[src/pkg/wls_pkg.sv]
// Package with register map, field positions and reset values of the wake level and high-side fault bank.
package wls_pkg;
    // Register addresses on the 7-bit serial address field.
    localparam logic [6:0] ADDR_WAKE_LEVEL = 7'h48;
    localparam logic [6:0] ADDR_OVERLOAD   = 7'h54;
    localparam logic [6:0] ADDR_OPENLOAD   = 7'h55;
    // Field positions in the wake input level register.
    localparam int BIT_DEV_STRAP = 7;
    localparam int BIT_PULLUP    = 6;
    localparam int BIT_GP2       = 5;
    localparam int BIT_GP1       = 4;
    localparam int BIT_RSVD      = 3;
    localparam int BIT_WAKE3     = 2;
    localparam int BIT_WAKE2     = 1;
    localparam int BIT_WAKE1     = 0;
    // Number of high-side switches, of wake inputs and of general pins.
    localparam int NUM_SWITCH = 4;
    localparam int NUM_WAKE   = 3;
    localparam int NUM_GP     = 2;
    // Reset values.
    localparam logic [7:0] FAULT_RESET   = 8'h00;
    localparam logic [3:0] FLAGS_CLEAR   = 4'h0;
    localparam logic [3:0] UPPER_ZERO    = 4'h0;
    localparam logic [7:0] READ_UNMAPPED = 8'h00;
    // Operating mode codes that the mode controller presents.
    typedef enum logic [3:0] {
        WLS_MODE_NORMAL  = 4'h1,
        WLS_MODE_STOP    = 4'h2,
        WLS_MODE_SLEEP   = 4'h4,
        WLS_MODE_RESTART = 4'h8
    } wls_mode_e;
endpackage

[src/verilog/wls_status_bank.sv]
// Status bank holding wake input levels, strap levels and sticky high-side fault flags.
`timescale 1ns/100ps
`default_nettype none
//Contract
// - Bit7 shows development strap level
// - Bit6 shows interrupt pin pull-up strap
// - Bits5,4 show general pins 2,1
// - Bit3 of level register reads zero
// - General pin levels refresh in Normal/Stop
// - Cyclic-sense wake levels update per sample
// - General pins never use sampled reporting
// - Pin level shown even as switch
// - Overload flags per switch, upper zero
// - Open-load flags per switch, upper zero
// - Reset clears faults, restart keeps them
// - Reset zeroes bits five and four
module wls_status_bank (
    input  wire logic                              mclk,
    input  wire logic                              rst_n,
    input  wire logic                              soft_reset,
    input  wire logic                              restart,
    input  wire logic [3:0]                        op_mode,
    input  wire logic                              fail_out3_test_pin,
    input  wire logic                              int_pullup_config_strap,
    input  wire logic [wls_pkg::NUM_GP-1:0]        gp_pin_in,
    input  wire logic [wls_pkg::NUM_GP-1:0]        gp_sel_gpio,
    input  wire logic [wls_pkg::NUM_GP-1:0]        gp_cfg_wake_or_switch,
    input  wire logic [wls_pkg::NUM_WAKE-1:0]      wake_pin_in,
    input  wire logic [wls_pkg::NUM_WAKE-1:0]      wake_cyclic_mode,
    input  wire logic [wls_pkg::NUM_WAKE-1:0]      wake_sample_strobe,
    input  wire logic [wls_pkg::NUM_SWITCH-1:0]    switch_overload_det,
    input  wire logic [wls_pkg::NUM_SWITCH-1:0]    switch_openload_det,
    input  wire logic                              reg_rd,
    input  wire logic                              reg_clr,
    input  wire logic [6:0]                        reg_addr,
    output var  logic [7:0]                        reg_rdata
);
    // Pin levels after the two-flop synchroniser.
    localparam int NPIN = wls_pkg::NUM_WAKE + wls_pkg::NUM_GP + 2;
    logic [NPIN-1:0]                   pins_sync;
    logic [wls_pkg::NUM_WAKE-1:0]      wake_s;
    logic [wls_pkg::NUM_GP-1:0]        gp_s;
    logic                              dev_s;
    logic                              pull_s;
    // Level register fields and their next values.
    logic [wls_pkg::NUM_WAKE-1:0]      wake_in_level;
    logic [wls_pkg::NUM_WAKE-1:0]      next_wake_in_level;
    logic [wls_pkg::NUM_GP-1:0]        gp_pin_level;
    logic [wls_pkg::NUM_GP-1:0]        next_gp_pin_level;
    logic                              development_strap_level;
    logic                              next_development_strap_level;
    logic                              pullup_level;
    logic                              next_pullup_level;
    // Sticky fault flags.
    logic [wls_pkg::NUM_SWITCH-1:0]    overload_flags;
    logic [wls_pkg::NUM_SWITCH-1:0]    next_overload_flags;
    logic [wls_pkg::NUM_SWITCH-1:0]    openload_flags;
    logic [wls_pkg::NUM_SWITCH-1:0]    next_openload_flags;
    logic [7:0]                        next_reg_rdata;
    logic                              run_mode;
    logic                              clear_all;

    // Address match used by the read mux and the clear decode.
    function automatic logic addr_is(input logic [6:0] a, input logic [6:0] ref_addr);
        addr_is = (a == ref_addr);
    endfunction

    // All asynchronous pins pass through one synchroniser bank.
    wls_sync2 #(
        .WIDTH (NPIN)
    ) u_sync (
        .mclk     (mclk),
        .rst_n    (rst_n),
        .async_in ({fail_out3_test_pin, int_pullup_config_strap, gp_pin_in, wake_pin_in}),
        .sync_out (pins_sync)
    );

    assign wake_s = pins_sync[wls_pkg::NUM_WAKE-1:0];
    assign gp_s   = pins_sync[wls_pkg::NUM_WAKE+wls_pkg::NUM_GP-1:wls_pkg::NUM_WAKE];
    assign pull_s = pins_sync[NPIN-2];
    assign dev_s  = pins_sync[NPIN-1];

    // General pin levels follow their configured pins in Normal and Stop; faults clear on power-on, soft reset or a host clear, never on restart.
    assign run_mode  = (op_mode == wls_pkg::WLS_MODE_NORMAL) || (op_mode == wls_pkg::WLS_MODE_STOP);
    assign clear_all = soft_reset;

    // Next values of the level fields.
    always_comb
    begin
        next_development_strap_level = dev_s;
        next_pullup_level            = pull_s;
        next_gp_pin_level            = gp_pin_level;
        next_wake_in_level           = wake_in_level;
        for (int i = 0; i < wls_pkg::NUM_GP; i++)
        begin
            // General pins are never sampled, so they track the live level while refreshed.
            if (run_mode && (gp_sel_gpio[i] || gp_cfg_wake_or_switch[i]))
            begin
                next_gp_pin_level[i] = gp_s[i];
            end
        end
        for (int i = 0; i < wls_pkg::NUM_WAKE; i++)
        begin
            if (!wake_cyclic_mode[i])
            begin
                next_wake_in_level[i] = wake_s[i];
            end
            else if (wake_sample_strobe[i])
            begin
                // Sampled level is kept until the next sampling event.
                next_wake_in_level[i] = wake_s[i];
            end
        end
        if (clear_all)
        begin
            next_gp_pin_level = '0;
        end
    end

    // Next values of the sticky fault flags; a new detection wins over a host clear.
    always_comb
    begin
        next_overload_flags = overload_flags;
        next_openload_flags = openload_flags;
        if (reg_clr && addr_is(reg_addr, wls_pkg::ADDR_OVERLOAD))
        begin
            next_overload_flags = wls_pkg::FLAGS_CLEAR;
        end
        if (reg_clr && addr_is(reg_addr, wls_pkg::ADDR_OPENLOAD))
        begin
            next_openload_flags = wls_pkg::FLAGS_CLEAR;
        end
        next_overload_flags = next_overload_flags | switch_overload_det;
        next_openload_flags = next_openload_flags | switch_openload_det;
        if (clear_all)
        begin
            // Restart is deliberately absent here so flags survive it.
            next_overload_flags = wls_pkg::FLAGS_CLEAR;
            next_openload_flags = wls_pkg::FLAGS_CLEAR;
        end
    end

    // Read data mux; the answer is registered one cycle after the read strobe.
    always_comb
    begin
        next_reg_rdata = reg_rdata;
        if (reg_rd)
        begin
            if (addr_is(reg_addr, wls_pkg::ADDR_WAKE_LEVEL))
            begin
                next_reg_rdata = '0;
                next_reg_rdata[wls_pkg::BIT_DEV_STRAP] = development_strap_level;
                next_reg_rdata[wls_pkg::BIT_PULLUP]    = pullup_level;
                next_reg_rdata[wls_pkg::BIT_GP2]       = gp_pin_level[1];
                next_reg_rdata[wls_pkg::BIT_GP1]       = gp_pin_level[0];
                next_reg_rdata[wls_pkg::BIT_RSVD]      = 1'b0;
                next_reg_rdata[wls_pkg::BIT_WAKE3]     = wake_in_level[2];
                next_reg_rdata[wls_pkg::BIT_WAKE2]     = wake_in_level[1];
                next_reg_rdata[wls_pkg::BIT_WAKE1]     = wake_in_level[0];
            end
            else if (addr_is(reg_addr, wls_pkg::ADDR_OVERLOAD))
            begin
                next_reg_rdata = {wls_pkg::UPPER_ZERO, overload_flags};
            end
            else if (addr_is(reg_addr, wls_pkg::ADDR_OPENLOAD))
            begin
                next_reg_rdata = {wls_pkg::UPPER_ZERO, openload_flags};
            end
            else
            begin
                // Addresses outside this bank read as zero.
                next_reg_rdata = wls_pkg::READ_UNMAPPED;
            end
        end
    end

    // State registers; power-on reset clears all.
    always_ff @(posedge mclk)
    begin
        if (!rst_n)
        begin
            development_strap_level <= 1'b0;
            pullup_level            <= 1'b0;
            gp_pin_level            <= '0;
            wake_in_level           <= '0;
            overload_flags          <= wls_pkg::FLAGS_CLEAR;
            openload_flags          <= wls_pkg::FLAGS_CLEAR;
            reg_rdata               <= wls_pkg::FAULT_RESET;
        end
        else
        begin
            development_strap_level <= next_development_strap_level;
            pullup_level            <= next_pullup_level;
            gp_pin_level            <= next_gp_pin_level;
            wake_in_level           <= next_wake_in_level;
            overload_flags          <= next_overload_flags;
            openload_flags          <= next_openload_flags;
            reg_rdata               <= next_reg_rdata;
        end
    end

    // Detection sets a flag in the next cycle whatever else happens, bar reset.
    a_overload_set: assert property (@(posedge mclk) disable iff (!rst_n)
        (switch_overload_det[0] && !soft_reset) |=> overload_flags[0])
        else $error("overload flag not set");
    a_openload_set: assert property (@(posedge mclk) disable iff (!rst_n)
        (switch_openload_det[3] && !soft_reset) |=> openload_flags[3])
        else $error("open-load flag not set");
    // Flags do not drop without a clear or reset.
    a_flag_sticky: assert property (@(posedge mclk) disable iff (!rst_n)
        (overload_flags[1] && !soft_reset && !reg_clr) |=> overload_flags[1])
        else $error("overload flag dropped on its own");
    a_restart_keeps: assert property (@(posedge mclk) disable iff (!rst_n)
        (restart && !soft_reset && !reg_clr && openload_flags[2]) |=> openload_flags[2])
        else $error("restart cleared a flag");
    // Soft reset wins over a detection in the same cycle, as a reset should.
    a_soft_clears: assert property (@(posedge mclk) disable iff (!rst_n)
        soft_reset |=> (overload_flags == wls_pkg::FLAGS_CLEAR && openload_flags == wls_pkg::FLAGS_CLEAR
                        && gp_pin_level == '0))
        else $error("soft reset left bits set");
    a_level_rsvd: assert property (@(posedge mclk) disable iff (!rst_n)
        (reg_rd && reg_addr == wls_pkg::ADDR_WAKE_LEVEL) |=> (reg_rdata[wls_pkg::BIT_RSVD] == 1'b0))
        else $error("reserved bit nonzero");
    a_fault_upper: assert property (@(posedge mclk) disable iff (!rst_n)
        (reg_rd && (reg_addr == wls_pkg::ADDR_OVERLOAD || reg_addr == wls_pkg::ADDR_OPENLOAD))
        |=> (reg_rdata[7:wls_pkg::NUM_SWITCH] == wls_pkg::UPPER_ZERO))
        else $error("upper fault bits nonzero");
    a_wake_hold: assert property (@(posedge mclk) disable iff (!rst_n)
        (wake_cyclic_mode[0] && !wake_sample_strobe[0]) |=> $stable(wake_in_level[0]))
        else $error("sampled wake level changed without sample");
    a_strap_track: assert property (@(posedge mclk) disable iff (!rst_n)
        (fail_out3_test_pin ##1 fail_out3_test_pin ##1 fail_out3_test_pin) |=> development_strap_level)
        else $error("strap level not followed");
endmodule
`default_nettype wire

[src/verilog/wls_sync2.sv]
// Two-flop synchroniser for a bus of asynchronous pin levels.
`timescale 1ns/100ps
`default_nettype none
module wls_sync2 #(
    parameter int WIDTH = 1
) (
    input  wire logic             mclk,
    input  wire logic             rst_n,
    input  wire logic [WIDTH-1:0] async_in,
    output var  logic [WIDTH-1:0] sync_out
);
    // First stage is read only by the second stage.
    logic [WIDTH-1:0] meta;
    logic [WIDTH-1:0] next_meta;
    logic [WIDTH-1:0] next_sync;

    // Next values simply shift the pin level along the chain.
    always_comb
    begin
        next_meta = async_in;
        next_sync = meta;
    end

    // Both stages clear on synchronous reset.
    always_ff @(posedge mclk)
    begin
        if (!rst_n)
        begin
            meta     <= '0;
            sync_out <= '0;
        end
        else
        begin
            meta     <= next_meta;
            sync_out <= next_sync;
        end
    end
endmodule
`default_nettype wire

[config.mk]
export PLATFORM = sky130hd
export DESIGN_NAME = wls_status_bank
export DESIGN_NICKNAME = d
export VERILOG_FILES = /design/src/pkg/wls_pkg.sv /design/src/verilog/wls_status_bank.sv /design/src/verilog/wls_sync2.sv
export SDC_FILE = /design/constraint.sdc
export NUM_CORES = 1
export LEC_CHECK = 0
export BUFFER_PORTS_ARGS = -buffer_cell sky130_fd_sc_hd__clkbuf_2
export CAP_MARGIN = 20
export CORE_MARGIN = 1.5
export CORE_UTILIZATION = 52
export DETAILED_ROUTE_END_ITERATION = 8
export PLACE_DENSITY_LB_ADDON = 0.2
export SLEW_MARGIN = 40
export SYNTH_ARGS = -nofsm -noshare
export SYNTH_HDL_FRONTEND = slang
export SYNTH_SLANG_ARGS = --single-unit
[constraint.sdc]
create_clock -name mclk -period 2.2 [get_ports mclk]
set_clock_uncertainty 0.1 [all_clocks]
set_input_delay 0.44 -clock mclk [delete_from_list [all_inputs] [get_ports mclk]]
set_output_delay 0.44 -clock mclk [all_outputs]
set_load 0.05 [all_outputs]
---- After elaboration in Yosys (flattened, before gate mapping) ----
Index checks and enable logic that the tools add are counted.
word-level totals
  register bits ........................... 37
  output and inout port bits .............. 8
  logic and storage cells ................. 42
  bits of input ports ..................... 42
cells by class
  bitwise operators ....................... 3
  eq/ne operators ......................... 8
  reductions and logical operators ........ 8
  muxes and demuxes ....................... 11
operators by type and width
  kind                count
  $eq 7x7->1 const B  3
  $mux 4              4
  $mux 8              1
  $or 4x4->4          2
  $mux 1              6
  $ne 2x1->1 const B  3
  $eq 4x1->1 const B  1
  $eq 4x2->1 const B  1
  $logic_and 1x1->1   4
  $logic_or 1x1->1    3
  $reduce_or 2->1     1
  $not 1->1           1

---- Logic depth before layout (Yosys ltp) ----
Gate-level depths: netlist (run 1).
  depth after elaboration ................. 4
  depth in mapped cells ................... 5
  mapped depth without buffers ............ 3

---- Cells and area by module ----
A second synthesis (run 1) with hierarchy kept.
unflattened totals
  cells, all modules ...................... 138
  area, all modules ....................... 1408.9 sq um
modules (own cells, without submodules)
  module           seq. area each (sq um)  cells each  instances  area each (sq um)
  wls_status_bank  460.4                   109         1          1017.2
  wls_sync2        280.3                   29          1          391.6

---- Least setup slack after synthesis (run 1) ----
Ideal clock, no wire load.
  path type ............................... in2reg
  from .................................... input reg_addr[0]
  to ...................................... register reg_rdata[0]
  stages on the path ...................... 4
  data required time ...................... 1981 ps
  path slack .............................. 730 ps
  data arrival time ....................... 1251 ps
  path buffers ............................ 1
  library setup time ...................... 119 ps
  path through ............................ buf_6 -> nor4b_4 -> nand3_2 -> o221a_1
between the ends
  word-level cells in the longest chain between the ends .. 4
  elaborated cells between the ends (all ways) .. 6
  those cells by class .................... eq/ne (3); mux (3)
RTL lines
  element               RTL line                text
  start, declared       wls_status_bank.sv:35   input wire logic [6:0] reg_addr,
  $eq 7x7->1            wls_status_bank.sv:65   addr_is = (a == ref_addr);
  $mux 4                wls_status_bank.sv:165  else if (addr_is(reg_addr, wls_pkg::ADDR_OPENLOAD))
  $mux 4                wls_status_bank.sv:161  else if (addr_is(reg_addr, wls_pkg::ADDR_OVERLOAD))
  $mux 8 *              wls_status_bank.sv:149  if (addr_is(reg_addr, wls_pkg::ADDR_WAKE_LEVEL))
  end signal, assigned  wls_status_bank.sv:188  reg_rdata <= wls_pkg::FAULT_RESET;
  end signal, assigned  wls_status_bank.sv:198  reg_rdata <= next_reg_rdata;
  end, declared         wls_status_bank.sv:36   output var logic [7:0] reg_rdata
Mark *: on every way between the ends. The rest lies on a longest branch, timed or not.
A chain may end at the register's enable or synchronous reset.

---- Worst setup path after layout (run 1) ----
  from .................................... register reg_rdata[4]
  to ...................................... output reg_rdata[4]
No word-level cell between the ends.

==> results.toml, run 1 <==
[run_status]
status = "complete, no violations"

[clock_network]
h-tree-depth = 2
cts_resized = 0
cts_buffer_depth = 2
cts_tree = "built"
clk_pin_slew_ns = 0.11
cts-root-buf = "clkbuf_4"
post-cts-setup-buffers = 0
cts-buffers-inserted = 5
insertion_delay_ns = 0.34
cts_hold_buf = 0
clock_sinks = 37

[worst_setup_path]
r2r-start = "openload_flags[3]$_SDFF_PP0_"
cp_top_family = "flip-flops"
crit-reg2reg-capture = "reg_rdata[3]$_SDFFE_PN0P_"
crit_fanout = 2
endpoint_kind = "output port"
required_ns = 1.66
startpoint_type = "flip-flop"
cp_cell_sequence = "clkbuf_2"
r2r_setup_slack_ns = 1.21
critical_path.max_stage_delay_ns = 0.35
path_buf_inv = 1
path_class = "flip-flop to output port"
arrival_ns = 0.97
cp_slowest_cell = "dfxtp_1"
r2r_cells = 3

[routing]
wl_per_cell_um = 11.9
via_per_inst = 5.21
antenna_left = 0
drtPass1Iterations = 4
vias = 1146
wl_um = 2620
first_iter_violations = 40
drc = 0

[place]
portBuffers = 48
place.gp.congestion = 0.722
hpwl_um = 1940
placed_cell_area_um2 = 1680
dp.cells = 213

[job]
drv_cap = 0

[power_and_ir_drop]
power.total_mw = 1.18
irDropWorstVdd_uv = 566
leakage_nw = 0.772
powerDensity_nw_per_um2 = 677

[cells_and_area]
mostFrequentLayoutCell = "clkbuf_2"
fin_nets = 232
drive_gt1_share_pct = 32.6
fin_area_um2 = 1740
syn2layout_area_growth_pct = 21.5
fin_cells = 220
layout_common_cells = "48 x clkbuf_2, 37 x dfxtp_1, 16 x and2_1"
n_antenna_cell = 0

[global_route]
grt_use_met3_pct = 8.20
grt_pass1_wl_um = 4590
gr-total-overflow = 0
grt_start_max_net_pins = 28
met2_usage_pct = 29.6
track_usage_pct = 19.2
antenna_found_initial = 0
first_global_vias = 1057
busiest_layer = "met2"
grt_util_met1_pct = 23.2

[sta]
max_freq_ghz = 0.660
setup_tns_ns = 0
rsz0062_at_grt = "false"
finalHoldViolations = 0
slew_headroom_pct = 52.9
setup_viol = 0
maxSlewViolCount = 0
worstMarginPinSlew_ns = 0.706
finalCritPeriodShare_pct = 68.9
whs_ns = 0.202
period_needed_ns = 1.51

[logic_synthesis]
yosys_warnings = 0
synth.ff_latch_count = 37
syn_inst = 140
ys_types = 28
synth_area_per_cell_um2 = 10.2
yosysSeqAreaShare_pct = 51.7
syn_nets = 182
syn-cell-area_um2 = 1430

[floorplanning]
initial_utilization_pct = 56.2
ios = 50
num_rows = 18
die_h_um = 55.5
fp.dieW_um = 55.5
dieArea_um2 = 3080
fp.coreArea_um2 = 2540

[hold_path]
min_path_type = "primary input to flip-flop"
whs_path_depth = 2
hold_end = "u_sync.meta[1]$_SDFF_PN0_"
hp-start = "wake_pin_in[1]"
## cells in the mapped netlist (all sizes together)
cell type,count,area (um^2)
and2,16,100
nor4b,2,38.8
nand3b,1,7.51
a21oi,8,40.0
o211ai,2,15.0
mux2i,9,90.1
a21boi,4,30.0
nand4,4,25.0
buf,2,16.3
dfxtp,37,741
a21bo,1,10.0
nand2,5,18.8
nor2b,5,31.3
o221a,3,33.8
xor2,1,8.76
or3b,1,11.3
nor3b,1,12.5
o21ai,8,40.0
nor2,10,40.0
o21a,4,30.0
nand2b,8,50.1
nor3,3,15.0
clkbuf,4,16.3
nand3,1,10.0
## worst reg2reg max path, stage by stage (launching register included)
cell and delay (ns):
dfxtp_1 0.35, mux2i_1 0.10, nor4b_2 0.26, o21a_1 0.14
## registers in the layout (all words and copies together), names as in the netlist
| register | cells |
|---|---|
| overload_flags | 4 |
| gp_pin_level | 2 |
| reg_rdata | 8 |
| pullup_level | 1 |
| development_strap_level | 1 |
| wake_in_level | 3 |
| u_sync.meta | 7 |
| openload_flags | 4 |
| u_sync.sync_out | 7 |
## through the flow
step / util, % / setup slack [ns]
after detailed placement: 66.2 / 0.529
final: 68.3 / 0.685
after CTS: 68.3 / 0.666
after global routing: 68.3 / 0.626
after global placement: 66.2 / 0.549
after floorplan: - / 0.730
## layer usage
layer / up-vias / wire (um)
met3: 5 / 200
li1: 584 / -
met2: 44 / 1200
met5: - / 0
met1: 513 / 1160
met4: 0 / 49
## kinds of logic after synthesis
group           Yosys count  synth area share (%)
compound gates           30                  13.9
xor+xnor                  1                 0.612
buf+inv                   6                  2.27
flops                    37                  51.7
mux                       9                  6.29
simple gates             57                  25.2
## cell type report
type | instances | area, um^2
tap | 30 | 37.5
timing repair buffer | 49 | 248
fill | 217 | 806
clock buffer | 7 | 55.1
multi-input combinational | 97 | 658
sequential | 37 | 741
## worst max path at each step
stage | startpoint | endpoint | slack, ns | cells past startpoint
finish | reg_rdata[4]$_SDFFE_PN0P_ | reg_rdata[4] | 0.69 | 1
global route | reg_rdata[4]$_SDFFE_PN0P_ | reg_rdata[4] | 0.63 | 1
CTS | reg_rdata[2]$_SDFFE_PN0P_ | reg_rdata[2] | 0.67 | 1
detailed placement | reg_addr[0] | reg_rdata[2]$_SDFFE_PN0P_ | 0.53 | 4
global placement | reg_addr[0] | reg_rdata[0]$_SDFFE_PN0P_ | 0.55 | 4
floorplan | reg_addr[0] | reg_rdata[0]$_SDFFE_PN0P_ | 0.73 | 4
## power breakdown
part / switching, mW / total (mW) / internal (mW) / leakage (nW)
clock network: 0.202 / 0.352 / 0.151 / 0.0314
logic: 0.0616 / 0.122 / 0.0608 / 0.437
registers: 0.00827 / 0.702 / 0.694 / 0.303
total: 0.271 / 1.18 / 0.905 / 0.772
Power figures use the tool's default switching activity.
==> run 2, diff against run 1 <==
Settings changed: ABC_AREA set to 1, CORE_UTILIZATION 52 to 48.
Clock period 2.2 ns to 1.5 ns, I/O delays scaled along.
==> run 2 against run 1 <==
Against the previous run:
- the flow now finishes with violations (DRC)
- global-route usage down 1.6 points
- power up 65%
- register-to-register slack worse by 0.58 ns
- via count up 10%
- core utilization down 4.0 points
- cell area up 4.6%
- non-clock buffer count unchanged
- setup slack worse by 0.56 ns
- synthesized cell count up 34%
- final cell count up 23%
- combinational power up 65%
- highest routed layer unchanged
==> results.toml, run 2 <==
[floorplanning]
num_rows = 19
die_h_um = 58.3
ios = 50
initial_utilization_pct = 51.8
fp.coreArea_um2 = 2830
fp.dieW_um = 58.3
dieArea_um2 = 3400

[routing]
top_layer = "met4"
wl_met1_um = 1150
via_per_inst = 4.66
wl_um = 2610
wl_per_cell_um = 9.63
wl_met3_um = 121
drtPass1Iterations = 6
drc = 2
vias = 1263
first_iter_violations = 32
antenna_left = 0
wl_met2_um = 1280

[cells_and_area]
fillCellCount = 257
largest_register = "reg_rdata"
n_antenna_cell = 0
reg.largest.list = "reg_rdata x8, u_sync.meta x7, u_sync.sync_out x7"
layout_common_cells = "48 x clkbuf_2, 39 x nand2_1, 37 x dfxtp_1"
multi_input_area_um2 = 579
fin_nets = 281
largest_reg_flops = 8
utilization_pct = 64.3
fin_cells = 271
syn2layout_area_growth_pct = 24.1
mostFrequentLayoutCell = "clkbuf_2"
drive_gt1_share_pct = 31.3
seqCellArea_um2 = 741

[clock_network]
cts_hold_buf = 0
cts_buffer_depth = 2
cts_tree = "built"
cts-buffers-inserted = 5
h-tree-depth = 2
clk_pin_slew_ns = 0.10
cts_resized = 0
post-cts-setup-buffers = 0
cts-root-buf = "clkbuf_4"
insertion_delay_ns = 0.32
clock_sinks = 37

[place]
place.gp.congestion = 0.764
portBuffers = 48
dp.cells = 263
hpwl_um = 2030

[power_and_ir_drop]
leakage_nw = 0.984
powerDensity_nw_per_um2 = 1070
power.total_mw = 1.94
irDropWorstVdd_uv = 783

[logic_synthesis]
syn_nets = 229
async_flop_share_pct = 0
synth.most_common_cell = "nand2_1"
syn-cell-area_um2 = 1470
yosys.area.top_type = "dfxtp_1"
yosys_warnings = 0
ys_types = 22
synth_common_cells = "39 x nand2_1, 37 x dfxtp_1, 29 x inv_1"
ys.flop_type = "dfxtp_1"
yosys-top-cells-area = "dfxtp_1 51%, nand2_1 10%, inv_1 7.4%"
synth_area_per_cell_um2 = 7.84
synth_top_area_share_pct = 50.5
yosysSeqAreaShare_pct = 50.5
synth.ff_latch_count = 37
syn_inst = 187
synth_edf_count = 0

[global_route]
grt_start_max_net_pins = 21
track_usage_pct = 17.6
grt_pass1_wl_um = 4370
gr-total-overflow = 0
first_global_vias = 1105
antenna_found_initial = 0

[job]
drv_cap = 0

[worst_setup_path]
crit_fanout = 2
required_ns = 1.10
path_class = "flip-flop to output port"
path_buf_inv = 1
arrival_ns = 0.97
cp_top_family = "flip-flops"
cp_cell_sequence = "clkbuf_2"
endpoint_kind = "output port"
critical_path.max_stage_delay_ns = 0.36
cp_slowest_cell = "dfxtp_1"
startpoint_type = "flip-flop"

[sta]
slew_headroom_pct = 59.4
maxSlewViolCount = 0
setup_tns_ns = 0
period_needed_ns = 1.37
worstMarginPinSlew_ns = 0.609
rsz0062_at_grt = "false"
finalCritPeriodShare_pct = 91.5
setup_viol = 0
max_freq_ghz = 0.729
finalHoldViolations = 0

[run_status]
status = "finished, violations left"
violations = "DRC"

[hold_path]
min_path_type = "primary input to flip-flop"
## run 2: layout make-up
cell class / instances / area share [%]
Sequential cell: 37 / 40.7
Multi-Input combinational cell: 112 / 31.8
Timing Repair Buffer: 49 / 13.6
Inverter: 34 / 7.02
Clock buffer: 7 / 3.03
Tap cell: 31 / 2.13
Clock inverter: 1 / 1.65
## run 2: logic make-up (layout without fill, tap and decap cells)
family	Yosys count	in the layout	synth area share (%)
buf+inv	38	91	9.98
simple gates	82	82	27.5
flops	37	37	50.5
compound gates	30	30	12.0
## run 2: through the flow
step	hold slack, ns	setup slack [ns]	area [um^2]
finish	0.0442	0.128	1820
global route	0.0261	0.0658	1820
global placement	0.292	0.119	1730
floorplan	0.290	0.449	1470
CTS	0.0332	0.110	1820
detailed placement	0.298	0.0852	1730
## run 2: final timing paths
path | end | slack [ns] | start | cells after the start
setup reg to reg | reg_rdata[0]$_SDFFE_PN0P_ | 0.63 | wake_in_level[0]$_SDFFE_PN0P_ | 6
setup / recovery | reg_rdata[3] | 0.13 | reg_rdata[3]$_SDFFE_PN0P_ | 1
hold reg to reg | u_sync.sync_out[5]$_SDFF_PN0_ | 0.32 | u_sync.meta[5]$_SDFF_PN0_ | 2
hold / removal | u_sync.meta[0]$_SDFF_PN0_ | 0.04 | wake_pin_in[0] | 3
## run 2: layer usage
layer	track usage (%)	vias up
met1	19.0	539
met2	30.0	31
met5	0	-
met3	5.13	8
met4	11.0	0
li1	-	685
## run 2: power by group
| group | switching (mW) | leakage, nW | internal, mW | total [mW] |
|---|---|---|---|---|
| combinational | 0.121 | 0.635 | 0.0798 | 0.201 |
| clock | 0.302 | 0.0455 | 0.398 | 0.700 |
| sequential | 0.0141 | 0.304 | 1.02 | 1.04 |
| total | 0.437 | 0.984 | 1.50 | 1.94 |
